### src/verilog/nfh_pkg.sv
// nfh_pkg: constants for the nand flash host controller
// assumes a 200 MHz system clock; all pin timing is counted in clock cycles
package nfh_pkg;
  localparam int CLK_PERIOD_NS = 5;
  // strobe phase and write-to-read/write-to-busy delay times in ns, as printed minimums
  localparam int T_WP_NS       = 12;
  localparam int T_WH_NS       = 10;
  localparam int T_RP_NS       = 12;
  localparam int T_REH_NS      = 10;
  localparam int T_WHR_NS      = 60;
  localparam int T_WB_NS       = 100;
  // least times round up
  localparam int WP_CYC  = (T_WP_NS + CLK_PERIOD_NS - 1) / CLK_PERIOD_NS;
  localparam int WH_CYC  = (T_WH_NS + CLK_PERIOD_NS - 1) / CLK_PERIOD_NS;
  localparam int RP_CYC  = (T_RP_NS + CLK_PERIOD_NS - 1) / CLK_PERIOD_NS;
  localparam int REH_CYC = (T_REH_NS + CLK_PERIOD_NS - 1) / CLK_PERIOD_NS;
  localparam int WHR_CYC = (T_WHR_NS + CLK_PERIOD_NS - 1) / CLK_PERIOD_NS;
  localparam int WB_CYC  = (T_WB_NS + CLK_PERIOD_NS - 1) / CLK_PERIOD_NS;
  localparam int CNT_W   = 8;
  // array geometry
  localparam int PAGE_BYTES  = 4352;
  localparam int MAIN_BYTES  = 4096;
  localparam int SPARE_BYTES = 256;
  localparam int PAGES_PER_BLOCK = 64;
  localparam int BLOCKS      = 4096;
  localparam int COL_W       = 13;
  localparam int ROW_W       = 18;
  localparam int ADDR_CYCLES = 5;
  // command codes
  localparam logic [7:0] CMD_READ1      = 8'h00;
  localparam logic [7:0] CMD_READ2      = 8'h30;
  localparam logic [7:0] CMD_COLOUT1    = 8'h05;
  localparam logic [7:0] CMD_COLOUT2    = 8'he0;
  localparam logic [7:0] CMD_RDCACHE    = 8'h31;
  localparam logic [7:0] CMD_RDLAST     = 8'h3f;
  localparam logic [7:0] CMD_DATAIN     = 8'h80;
  localparam logic [7:0] CMD_PROG       = 8'h10;
  localparam logic [7:0] CMD_COLIN      = 8'h85;
  localparam logic [7:0] CMD_PROGCACHE  = 8'h15;
  localparam logic [7:0] CMD_MPLANE1    = 8'h11;
  localparam logic [7:0] CMD_DATAIN2    = 8'h81;
  localparam logic [7:0] CMD_COPYREAD   = 8'h3a;
  localparam logic [7:0] CMD_COPYPROG   = 8'h8c;
  localparam logic [7:0] CMD_ERASE1     = 8'h60;
  localparam logic [7:0] CMD_ERASE2     = 8'hd0;
  localparam logic [7:0] CMD_ID         = 8'h90;
  localparam logic [7:0] CMD_STATUS     = 8'h70;
  localparam logic [7:0] CMD_STATUS_MP  = 8'h71;
  localparam logic [7:0] CMD_RESET      = 8'hff;
  // status bits
  localparam int STAT_FAIL_BIT  = 0;
  localparam int STAT_READY_BIT = 6;
  // host op codes on the user port
  typedef enum logic [2:0] {
    NFH_OP_CMD,
    NFH_OP_ADDR,
    NFH_OP_WDATA,
    NFH_OP_RDATA,
    NFH_OP_WAITRDY
  } nfh_op_e;
endpackage : nfh_pkg

### src/verilog/nfh_strobe.sv
// nfh_strobe: one strobe pulse of programmable low and high phase
// assumes the caller holds start for one cycle while idle
`timescale 1ns/1ps
module nfh_strobe #(
  parameter int LOW_CYC  = 3,
  parameter int HIGH_CYC = 2,
  parameter int CNT_W    = 8
) (
  // clock and reset
  input  wire logic clock_in,
  input  wire logic reset_n_in,
  // control
  input  wire logic start_in,
  output logic      busy_out,
  output logic      strobe_n_out,
  output logic      rise_out
);
  typedef struct packed {
    logic             low;
    logic             high;
    logic [CNT_W-1:0] cnt;
  } nfh_strobe_s;

  nfh_strobe_s st_q;
  nfh_strobe_s st_d;

  always_comb begin
    st_d     = st_q;
    rise_out = 1'b0;
    if (st_q.low) begin
      if (st_q.cnt == CNT_W'(LOW_CYC - 1)) begin
        st_d.low  = 1'b0;
        st_d.high = 1'b1;
        st_d.cnt  = '0;
        rise_out  = 1'b1;
      end else begin
        st_d.cnt = st_q.cnt + 1'b1;
      end
    end else if (st_q.high) begin
      if (st_q.cnt == CNT_W'(HIGH_CYC - 1)) begin
        st_d.high = 1'b0;
      end else begin
        st_d.cnt = st_q.cnt + 1'b1;
      end
    end else if (start_in) begin
      st_d.low = 1'b1;
      st_d.cnt = '0;
    end
  end

  always_ff @(posedge clock_in) begin
    if (!reset_n_in) begin
      st_q <= '0;
    end else begin
      st_q <= st_d;
    end
  end

  assign busy_out     = st_q.low | st_q.high;
  assign strobe_n_out = ~st_q.low;
endmodule : nfh_strobe

### src/verilog/nfh_host.sv
// Function
// - drive command latch high with the byte, then raise write strobe to latch it.
// - drive address latch high with the byte, then raise write strobe to latch it.
// - a full address takes five address-latch write cycles.
// - cycle one column bits 0-7, cycle two bits 8-12, top three low.
// - row bits 0-17 over cycles three to five, upper six bits of five low.
// - encode command, address, data-in and data-out cycles by the latch table.
// - during read busy with chip select low, hold both strobes high; only ST_WAIT holds them, a request taken while busy still pulses a strobe.
// - end cached multi-page with 81/10; after 81/15 poll status bit 6, then ff.
//
// nfh_host: sequences single pin cycles on a byte-wide nand flash
// assumes flash pins are sampled synchronous to clock_in; ready/busy is pulled up outside
`timescale 1ns/1ps
module nfh_host
  import nfh_pkg::*;
#(
  parameter int ADDR_CYCLES_P = nfh_pkg::ADDR_CYCLES
) (
  // clock and reset
  input  wire logic            clock_in,
  input  wire logic            reset_n_in,
  // user request port
  input  wire logic            req_valid_in,
  output logic                 req_ready_out,
  input  wire nfh_pkg::nfh_op_e req_op_in,
  input  wire logic [7:0]      req_byte_in,
  input  wire logic [nfh_pkg::COL_W-1:0] req_col_in,
  input  wire logic [nfh_pkg::ROW_W-1:0] req_row_in,
  input  wire logic            req_row_only_in,
  input  wire logic            select_in,
  input  wire logic            write_enable_in,
  // user answer port
  output logic                 rsp_valid_out,
  output logic [7:0]           rsp_byte_out,
  output logic                 flash_ready_out,
  // flash pins
  output logic                 chip_sel_n_out,
  output logic                 cmd_latch_out,
  output logic                 addr_latch_out,
  output logic                 write_strobe_n_out,
  output logic                 output_strobe_n_out,
  output logic                 write_prot_n_out,
  input  wire logic            ready_busy_n_in,
  input  wire logic [7:0]      byte_port_in,
  output logic [7:0]           byte_port_out,
  output logic                 byte_port_oe_out
);
  typedef enum logic [2:0] {
    ST_IDLE,
    ST_WRITE,
    ST_ADDR,
    ST_READ,
    ST_GAP,
    ST_WAIT
  } nfh_state_e;

  typedef struct packed {
    nfh_state_e       state;
    nfh_op_e          op;
    logic [7:0]       dout;
    logic [39:0]      abytes;
    logic [2:0]       aidx;
    logic [2:0]       alast;
    logic [CNT_W-1:0] cnt;
    logic             rvalid;
    logic [7:0]       rbyte;
    logic             cs_n;
    logic             cle;
    logic             ale;
    logic             wp_n;
    logic             oe;
  } nfh_host_s;

  nfh_host_s st_q;
  nfh_host_s st_d;

  logic we_start;
  logic we_busy;
  logic we_rise;
  logic re_start;
  logic re_busy;
  logic re_rise;
  logic rdy;

  // pack column then row into the five address bytes, unused top bits held low
  function automatic logic [39:0] pack_addr(input logic [COL_W-1:0] col,
                                            input logic [ROW_W-1:0] row);
    pack_addr = {6'h00, row, 3'h0, col};
  endfunction : pack_addr

  assign rdy = ready_busy_n_in;

  nfh_strobe #(.LOW_CYC(WP_CYC), .HIGH_CYC(WH_CYC), .CNT_W(CNT_W)) u_we (
    .clock_in     (clock_in),
    .reset_n_in   (reset_n_in),
    .start_in     (we_start),
    .busy_out     (we_busy),
    .strobe_n_out (write_strobe_n_out),
    .rise_out     (we_rise)
  );

  nfh_strobe #(.LOW_CYC(RP_CYC), .HIGH_CYC(REH_CYC), .CNT_W(CNT_W)) u_re (
    .clock_in     (clock_in),
    .reset_n_in   (reset_n_in),
    .start_in     (re_start),
    .busy_out     (re_busy),
    .strobe_n_out (output_strobe_n_out),
    .rise_out     (re_rise)
  );

  always_comb begin
    st_d          = st_q;
    st_d.rvalid   = 1'b0;
    st_d.wp_n     = write_enable_in;
    we_start      = 1'b0;
    re_start      = 1'b0;
    req_ready_out = 1'b0;
    unique case (st_q.state)
      ST_IDLE: begin
        req_ready_out = 1'b1;
        // chip select only rises while ready; busy flash keeps it as it was unless a request pulls it low
        if (rdy) begin
          st_d.cs_n = ~select_in;
        end
        if (req_valid_in) begin
          st_d.op   = req_op_in;
          st_d.dout = req_byte_in;
          st_d.cs_n = 1'b0;
          st_d.cnt  = '0;
          unique case (req_op_in)
            NFH_OP_CMD: begin
              st_d.cle   = 1'b1;
              st_d.ale   = 1'b0;
              st_d.oe    = 1'b1;
              st_d.state = ST_WRITE;
            end
            NFH_OP_ADDR: begin
              st_d.abytes = pack_addr(req_col_in, req_row_in);
              // first byte is on the port before the strobe starts, so it stands the whole low phase
              st_d.dout   = req_row_only_in ? req_row_in[7:0] : req_col_in[7:0];
              // erase sends only the row bytes, starting at cycle three
              st_d.aidx   = req_row_only_in ? 3'd2 : 3'd0;
              st_d.alast  = 3'(ADDR_CYCLES_P - 1);
              st_d.cle    = 1'b0;
              st_d.ale    = 1'b1;
              st_d.oe     = 1'b1;
              st_d.state  = ST_ADDR;
            end
            NFH_OP_WDATA: begin
              st_d.cle   = 1'b0;
              st_d.ale   = 1'b0;
              st_d.oe    = 1'b1;
              st_d.state = ST_WRITE;
            end
            NFH_OP_RDATA: begin
              st_d.cle   = 1'b0;
              st_d.ale   = 1'b0;
              st_d.oe    = 1'b0;
              st_d.state = ST_READ;
            end
            NFH_OP_WAITRDY: begin
              st_d.state = ST_WAIT;
            end
            default: begin
              st_d.state = ST_IDLE;
            end
          endcase
        end
      end
      ST_WRITE: begin
        // latches settle one cycle before the strobe falls
        if (!we_busy && st_q.cnt == '0) begin
          we_start = 1'b1;
          st_d.cnt = CNT_W'(1);
        end else if (st_q.cnt != '0 && !we_busy) begin
          st_d.cle   = 1'b0;
          st_d.ale   = 1'b0;
          st_d.cnt   = '0;
          st_d.state = (st_q.op == NFH_OP_CMD) ? ST_GAP : ST_IDLE;
        end
      end
      ST_ADDR: begin
        if (!we_busy && st_q.cnt == '0) begin
          we_start = 1'b1;
          st_d.cnt = CNT_W'(1);
        end else if (st_q.cnt != '0 && !we_busy) begin
          st_d.cnt = '0;
          if (st_q.aidx == st_q.alast) begin
            st_d.ale   = 1'b0;
            st_d.state = ST_IDLE;
          end else begin
            // next byte moves only while the strobe is idle
            st_d.aidx = st_q.aidx + 3'd1;
            st_d.dout = st_q.abytes[8*(st_q.aidx + 3'd1) +: 8];
          end
        end
      end
      ST_READ: begin
        if (!re_busy && st_q.cnt == '0) begin
          re_start = 1'b1;
          st_d.cnt = CNT_W'(1);
        end else if (re_rise) begin
          st_d.rbyte  = byte_port_in;
          st_d.rvalid = 1'b1;
        end else if (st_q.cnt != '0 && !re_busy) begin
          st_d.cnt   = '0;
          st_d.state = ST_IDLE;
        end
      end
      ST_GAP: begin
        // covers write-to-busy and write-to-read delays after any command
        st_d.oe = 1'b0;
        if (st_q.cnt == CNT_W'(((WB_CYC > WHR_CYC) ? WB_CYC : WHR_CYC) - 1)) begin
          st_d.cnt   = '0;
          st_d.state = ST_IDLE;
        end else begin
          st_d.cnt = st_q.cnt + 1'b1;
        end
      end
      ST_WAIT: begin
        // strobes stay high while waiting on a busy flash
        st_d.oe = 1'b0;
        if (rdy) begin
          st_d.state = ST_IDLE;
        end
      end
      default: begin
        st_d.state = ST_IDLE;
      end
    endcase
    if (st_q.state == ST_IDLE && !req_valid_in) begin
      st_d.oe = 1'b0;
    end
  end

  always_ff @(posedge clock_in) begin
    if (!reset_n_in) begin
      st_q       <= '0;
      st_q.state <= ST_IDLE;
      st_q.op    <= NFH_OP_CMD;
      st_q.cs_n  <= 1'b1;
    end else begin
      st_q <= st_d;
    end
  end

  assign rsp_valid_out    = st_q.rvalid;
  assign rsp_byte_out     = st_q.rbyte;
  assign flash_ready_out  = rdy;
  assign chip_sel_n_out   = st_q.cs_n;
  assign cmd_latch_out    = st_q.cle;
  assign addr_latch_out   = st_q.ale;
  assign write_prot_n_out = st_q.wp_n;
  assign byte_port_out    = st_q.dout;
  assign byte_port_oe_out = st_q.oe;
endmodule : nfh_host

### config.mk
export PLATFORM = sky130hd
export DESIGN_NAME = nfh_host
export DESIGN_NICKNAME = d
export VERILOG_FILES = /design/src/verilog/nfh_pkg.sv /design/src/verilog/nfh_strobe.sv /design/src/verilog/nfh_host.sv
export SDC_FILE = /design/constraint.sdc
export NUM_CORES = 1
export LEC_CHECK = 0
export BUFFER_PORTS_ARGS = -buffer_cell sky130_fd_sc_hd__buf_2
export CAP_MARGIN = 10
export CORE_MARGIN = 1.5
export CORE_UTILIZATION = 50
export CTS_CLUSTER_DIAMETER = 40
export DETAILED_ROUTE_END_ITERATION = 7
export PLACE_DENSITY = 0.85
export SLEW_MARGIN = 15
export SYNTH_ARGS = -nofsm -noshare
export SYNTH_HDL_FRONTEND = slang
export SYNTH_HIERARCHICAL = 1
export SYNTH_SLANG_ARGS = --single-unit
### constraint.sdc
create_clock -name clock_in -period 4.57 [get_ports clock_in]
set_clock_uncertainty 0.05 [all_clocks]
set_input_delay 0.6855 -clock clock_in [delete_from_list [all_inputs] [get_ports clock_in]]
set_output_delay 0.6855 -clock clock_in [all_outputs]
set_load 0.05 [all_outputs]
; Word-level counts from Yosys, hierarchy flattened
; Cells that the tools add are included.
[op_classes]
add_sub_neg = 5
n_eq_ne = 37
n_reduce_logical = 41
shift = 1
muxes = 73
bitwise_logic = 8
[op_table]
columns = op, count
row1 = 8-bit two-way mux, 18
row2 = 68-bit two-way mux, 1
row3 = 54-bit two-way mux, 1
row4 = 3-bit two-way mux, 15
row5 = 40-bit by 8-bit variable part select with 8-bit output, 1
row6 = 8-bit case mux with 4 select lines, 1
row7 = 2-bit inequality test (second input constant), 14
row8 = 8-bit by 1-bit adder with 8-bit output (second input constant), 3
row9 = 1-bit two-way mux, 20
row10 = 10-bit two-way mux, 2
row11 = 3-bit case mux with 6 select lines, 1
row12 = 8-bit by 1-bit equality test with 1-bit output (second input constant), 2
row13 = 8-bit by 2-bit equality test with 1-bit output (second input constant), 2
row14 = 8-bit case mux with 2 select lines, 1
row15 = 5-bit AND reduction, 3
row16 = 3-bit by 2-bit equality test with 1-bit output (second input constant), 4
row17 = 3-bit case mux with 4 select lines, 1
row18 = 11-bit AND reduction, 1
row19 = 2-bit two-way mux, 5
row20 = 2-bit OR reduction, 5
row21 = 3-bit equality test (second input constant), 3
row22 = 3-bit zero test, 3
row23 = 9-bit two-way mux, 1
row24 = 3-bit by 2-bit inequality test with 1-bit output (second input constant), 3
row25 = other kinds (27), 54
[word_totals]
elab_cells = 185
out_inout_bits = 26
inputBits = 57
register_bits = 91

; Depth between registers and ports, before layout
[depth]
ltp_word = 8
ltp_mapped = 10
ltp_nobuf = 9

; Hierarchy
; Netlist, hierarchy kept.
[modules_own_cells]
columns = mod, seq_area_each_um2, cells_each, n_inst, area_per_inst_um2
row1 = nfh_host, 1261.2, 406, 1, 3258.1
row2 = nfh_strobe, 200.2, 69, 2, 624.3

; Least setup slack after synthesis
; Ideal clock, no wire load.
[synth_path]
kind = flip-flop to flip-flop
from = register st_q[14] (netlist bit)
to = register u_re/st_q[6] (netlist bit)
t_arrival_ns = 2.250
slack_ns = 2.151
synth_period_minus_slack_ns = 2.419
setup_ns = 0.120
n_path_buf = 0
required_time_ns = 4.400
stages_incl_launch_ff = 10
path_cell_list = dfxtp_1 > inv_1 > ha_1 > nor4b_2 > nand2_1 > nor4b_1 > nor2_1 > a41oi_4 > nor3_4 > a211o_1
[synth_between]
elab_chain_cells = 6
[synth_rtl]
columns = item, line_no
row1 = start: declaration, nfh_host.sv:74  ; nfh_host_s st_q;
row2 = start signal: assignment, nfh_host.sv:243  ; st_q <= st_d;
row3 = 8-bit zero test, nfh_host.sv:199  ; if (!re_busy && st_q.cnt == '0) begin
row4 = 1-bit logical AND, nfh_host.sv:199
row5 = 1-bit two-way mux, nfh_host.sv:199
row6 = 1-bit two-way mux, nfh_host.sv:118  ; unique case (st_q.state)
row7 = named net re_start, nfh_host.sv:80  ; logic re_start;
row8 = 3-bit nonzero test (no line), -
row9 = 2-bit AND reduction (no line), -
row10 = end signal: assignment, nfh_strobe.sv:55  ; st_q <= st_d;
row11 = end: declaration, nfh_strobe.sv:24  ; nfh_strobe_s st_q;
; The timed path passes the listed nets, and every way through them passes these cells.
; A chain may end at the register's enable or synchronous reset.

; Worst setup path in the final report
; Same ends and word-level chain as after synthesis.

==> run metrics <==
grt ovf 0; post-route minimum period 2.956 ns; CP Capture Type flip-flop; TNS Setup 0 ns; P_leak 2.036 nW; ANT nets after route 0; clk sink count 83; max cap viols 0; Setup violations, final 0; Final Cycle Share 64.69%; EDFF count, synth 0; Slew Viols, Final 0; RSZ-0062 raised after global routing no; Unique masters post-synth 66; die height 97.94 um; CTS H-tree lvls 3; Area Growth Syn to Fin 11.13%; Rows 34; die area 9592 um2; sequential fraction of the synthesis area 36.87%; Via density 5.755; CTS hold repair buffers 0; vias in the first global route 3674; Yosys Warn Count 6; Ports 83; Clock Tree Root clkbuf_8; fin area 5009 um2; Mapped Cells 544; initial antenna violation count 0; worst slew pin tran 1.003 ns; initial core utilization 51.68%; number of post-CTS setup repair buffers 0; clock buffer depth 2; CTS buffer count 9; DR pass1 iterations 5; Wirelength per Cell 14.59 um; Worst EP arrival 3.16 ns; synthesized area 4507 um2; pin count of the biggest net entering global routing 44; flops & latches, synth 83; Critical Path RT 4.78 ns; critical path class flip-flop to flip-flop; Worst-Skew Late Latency 0.37 ns; nets 661; maximum vdd drop 197.9 uV; DRT iter0 DRCs 288; # DRC 0; half-perimeter wire length after placement 7604 um; Setup crit start kind flip-flop; outcome completed; Synth Area per Inst 8.285 um2; die width 97.94 um; Async SR Flop Fraction 0%; CP Max Fanout 6; pwr dens 307.8 nW/um2; Syn Nets 611; routability congestion estimate 0.9126; PortBufs 82; DR vias 4069; cts repair resizes 0; Clock transition at path regs 0.09 ns; number of diodes 0; Final Hold Fails 0; core area 8721 um2; Total Routing Usage GR 21.35%; fmax 338.2 MHz; first-pass GRT wire length 16970 um; slew margin rel. 33.15%; DP Area 4826 um2; ys flop type dfxtp_1; layout cell share with drive strength beyond 1 21.04%; Hold Crit Class flip-flop to flip-flop; CTS tree done; Routed WL 10310 um
## sequential cells by signal, summed over array words and instances (netlist names)
| signal | cells |
|---|---|
| rsp_byte_out | 8 |
| u_re/st_q | 10 |
| cmd_latch_out | 1 |
| chip_sel_n_out | 1 |
| write_prot_n_out | 1 |
| byte_port_out | 8 |
| byte_port_oe_out | 1 |
| u_we/st_q | 10 |
| addr_latch_out | 1 |
| rsp_valid_out | 1 |
| st_q | 41 |
## stage by stage
| step | power (mW) | hold slack, ns | setup WS (ns) | util [%] | instances |
|---|---|---|---|---|---|
| final | 1.542 | 0.4045 | 1.614 | 57.43 | 707 |
| after global routing | 1.610 | 0.4281 | 1.456 | 57.43 | 707 |
| after CTS | 1.550 | 0.4071 | 1.669 | 57.43 | 707 |
| after detailed placement | 1.062 | 0.3946 | 1.675 | 55.34 | 691 |
| after global placement | 1.054 | 0.3910 | 1.793 | 55.34 | 691 |
| after floorplan | 0.9978 | 0.3813 | 2.151 | - | 544 |
## Yosys cell counts, types with 4 or more instances
library cell / count / area (um2)
mux2i_1: 25 / 250.2
o211ai_1: 6 / 45.04
nand3_1: 19 / 95.09
a41oi_1: 4 / 35.03
buf_4: 20 / 150.1
or2_2: 4 / 25.02
dfxtp_1: 83 / 1662
nor3_1: 14 / 70.07
nor2_1: 48 / 180.2
and2_1: 5 / 31.28
buf_2: 7 / 35.03
o21ai_1: 7 / 35.03
o21ai_0: 16 / 80.08
o2bb2ai_1: 5 / 43.79
inv_1: 20 / 75.07
xor2_1: 7 / 61.31
nand2_1: 85 / 319.1
a21oi_1: 37 / 185.2
ha_1: 10 / 125.1
clkbuf_1: 16 / 60.06
a211o_1: 12 / 105.1
and3_1: 7 / 43.79
nand4_1: 5 / 31.28
a31oi_1: 13 / 81.33
## power breakdown
group | total (mW) | switching [mW] | leakage (nW) | internal, mW
combinational | 0.270 | 0.177 | 1.28 | 0.0934
sequential | 0.777 | 0.0293 | 0.673 | 0.748
clock | 0.494 | 0.289 | 0.0872 | 0.206
## path summary, 6_finish.rpt
path                            cells past startpoint  slack [ns]      endpoint  startpoint
worst min-delay path                                2        0.40      st_q[78]    st_q[78]
worst max register to register                      9        1.61  u_re/st_q[6]    st_q[14]
worst min register to register                      2        0.40      st_q[78]    st_q[78]
worst max-delay path                                9        1.61  u_re/st_q[6]    st_q[14]
## cells in the final DEF (no fill, tap or decap), types with 6 or more instances in the layout
cell      netlist  final
a211o_1        12     12
a21oi_1        37     37
a31oi_1        13     13
and3_1          7      7
buf_2           7     82
clkbuf_8        0      9
dfxtp_1        83     83
ha_1           10     10
inv_1          20     20
mux2i_1        25     25
nand2_1        85     85
nand3_1        19     19
nor2_1         48     48
nor3_1         14     14
o211ai_1        6      6
o21ai_0        16     16
o21ai_1         7      7
xor2_1          7      7
## metal layers
metal / routed length, um / up-vias / track usage, %
met5: 0 / - / 0
met4: 188 / 0 / 8.132
met3: 557 / 18 / 3.508
met2: 5022 / 138 / 35.17
met1: 4544 / 1877 / 28.12
li1: - / 2036 / -
## logic make-up after synthesis
| group | Yosys count | synth area share, % |
|---|---|---|
| compound gates | 133 | 20.82 |
| xor+xnor | 8 | 1.555 |
| fa+ha+maj | 10 | 2.776 |
| buf+inv | 66 | 7.357 |
| flops | 83 | 36.87 |
| mux | 28 | 6.802 |
| simple gates | 216 | 23.82 |
## critical path, cell delays in order, from the launching register on
cell and delay [ns]:
dfxtp_1 0.36, inv_1 0.07, ha_1 0.13, nor4b_2 0.27, nand2_1 0.23, nor4b_1 0.88, nor2_1 0.16, a41oi_4 0.32
nor3_4 0.07, a211o_1 0.30
## area by class of cell
cell class,instances,area [um2]
Clock buffer,9,123.9
Clock inverter,7,58.81
Fill cell,760,3712
Inverter,21,78.83
Multi-Input combinational cell,395,2525
Sequential cell,83,1662
Tap cell,108,135.1
Timing Repair Buffer,84,425.4
Note: power is estimated with default switching activity, not from simulation.
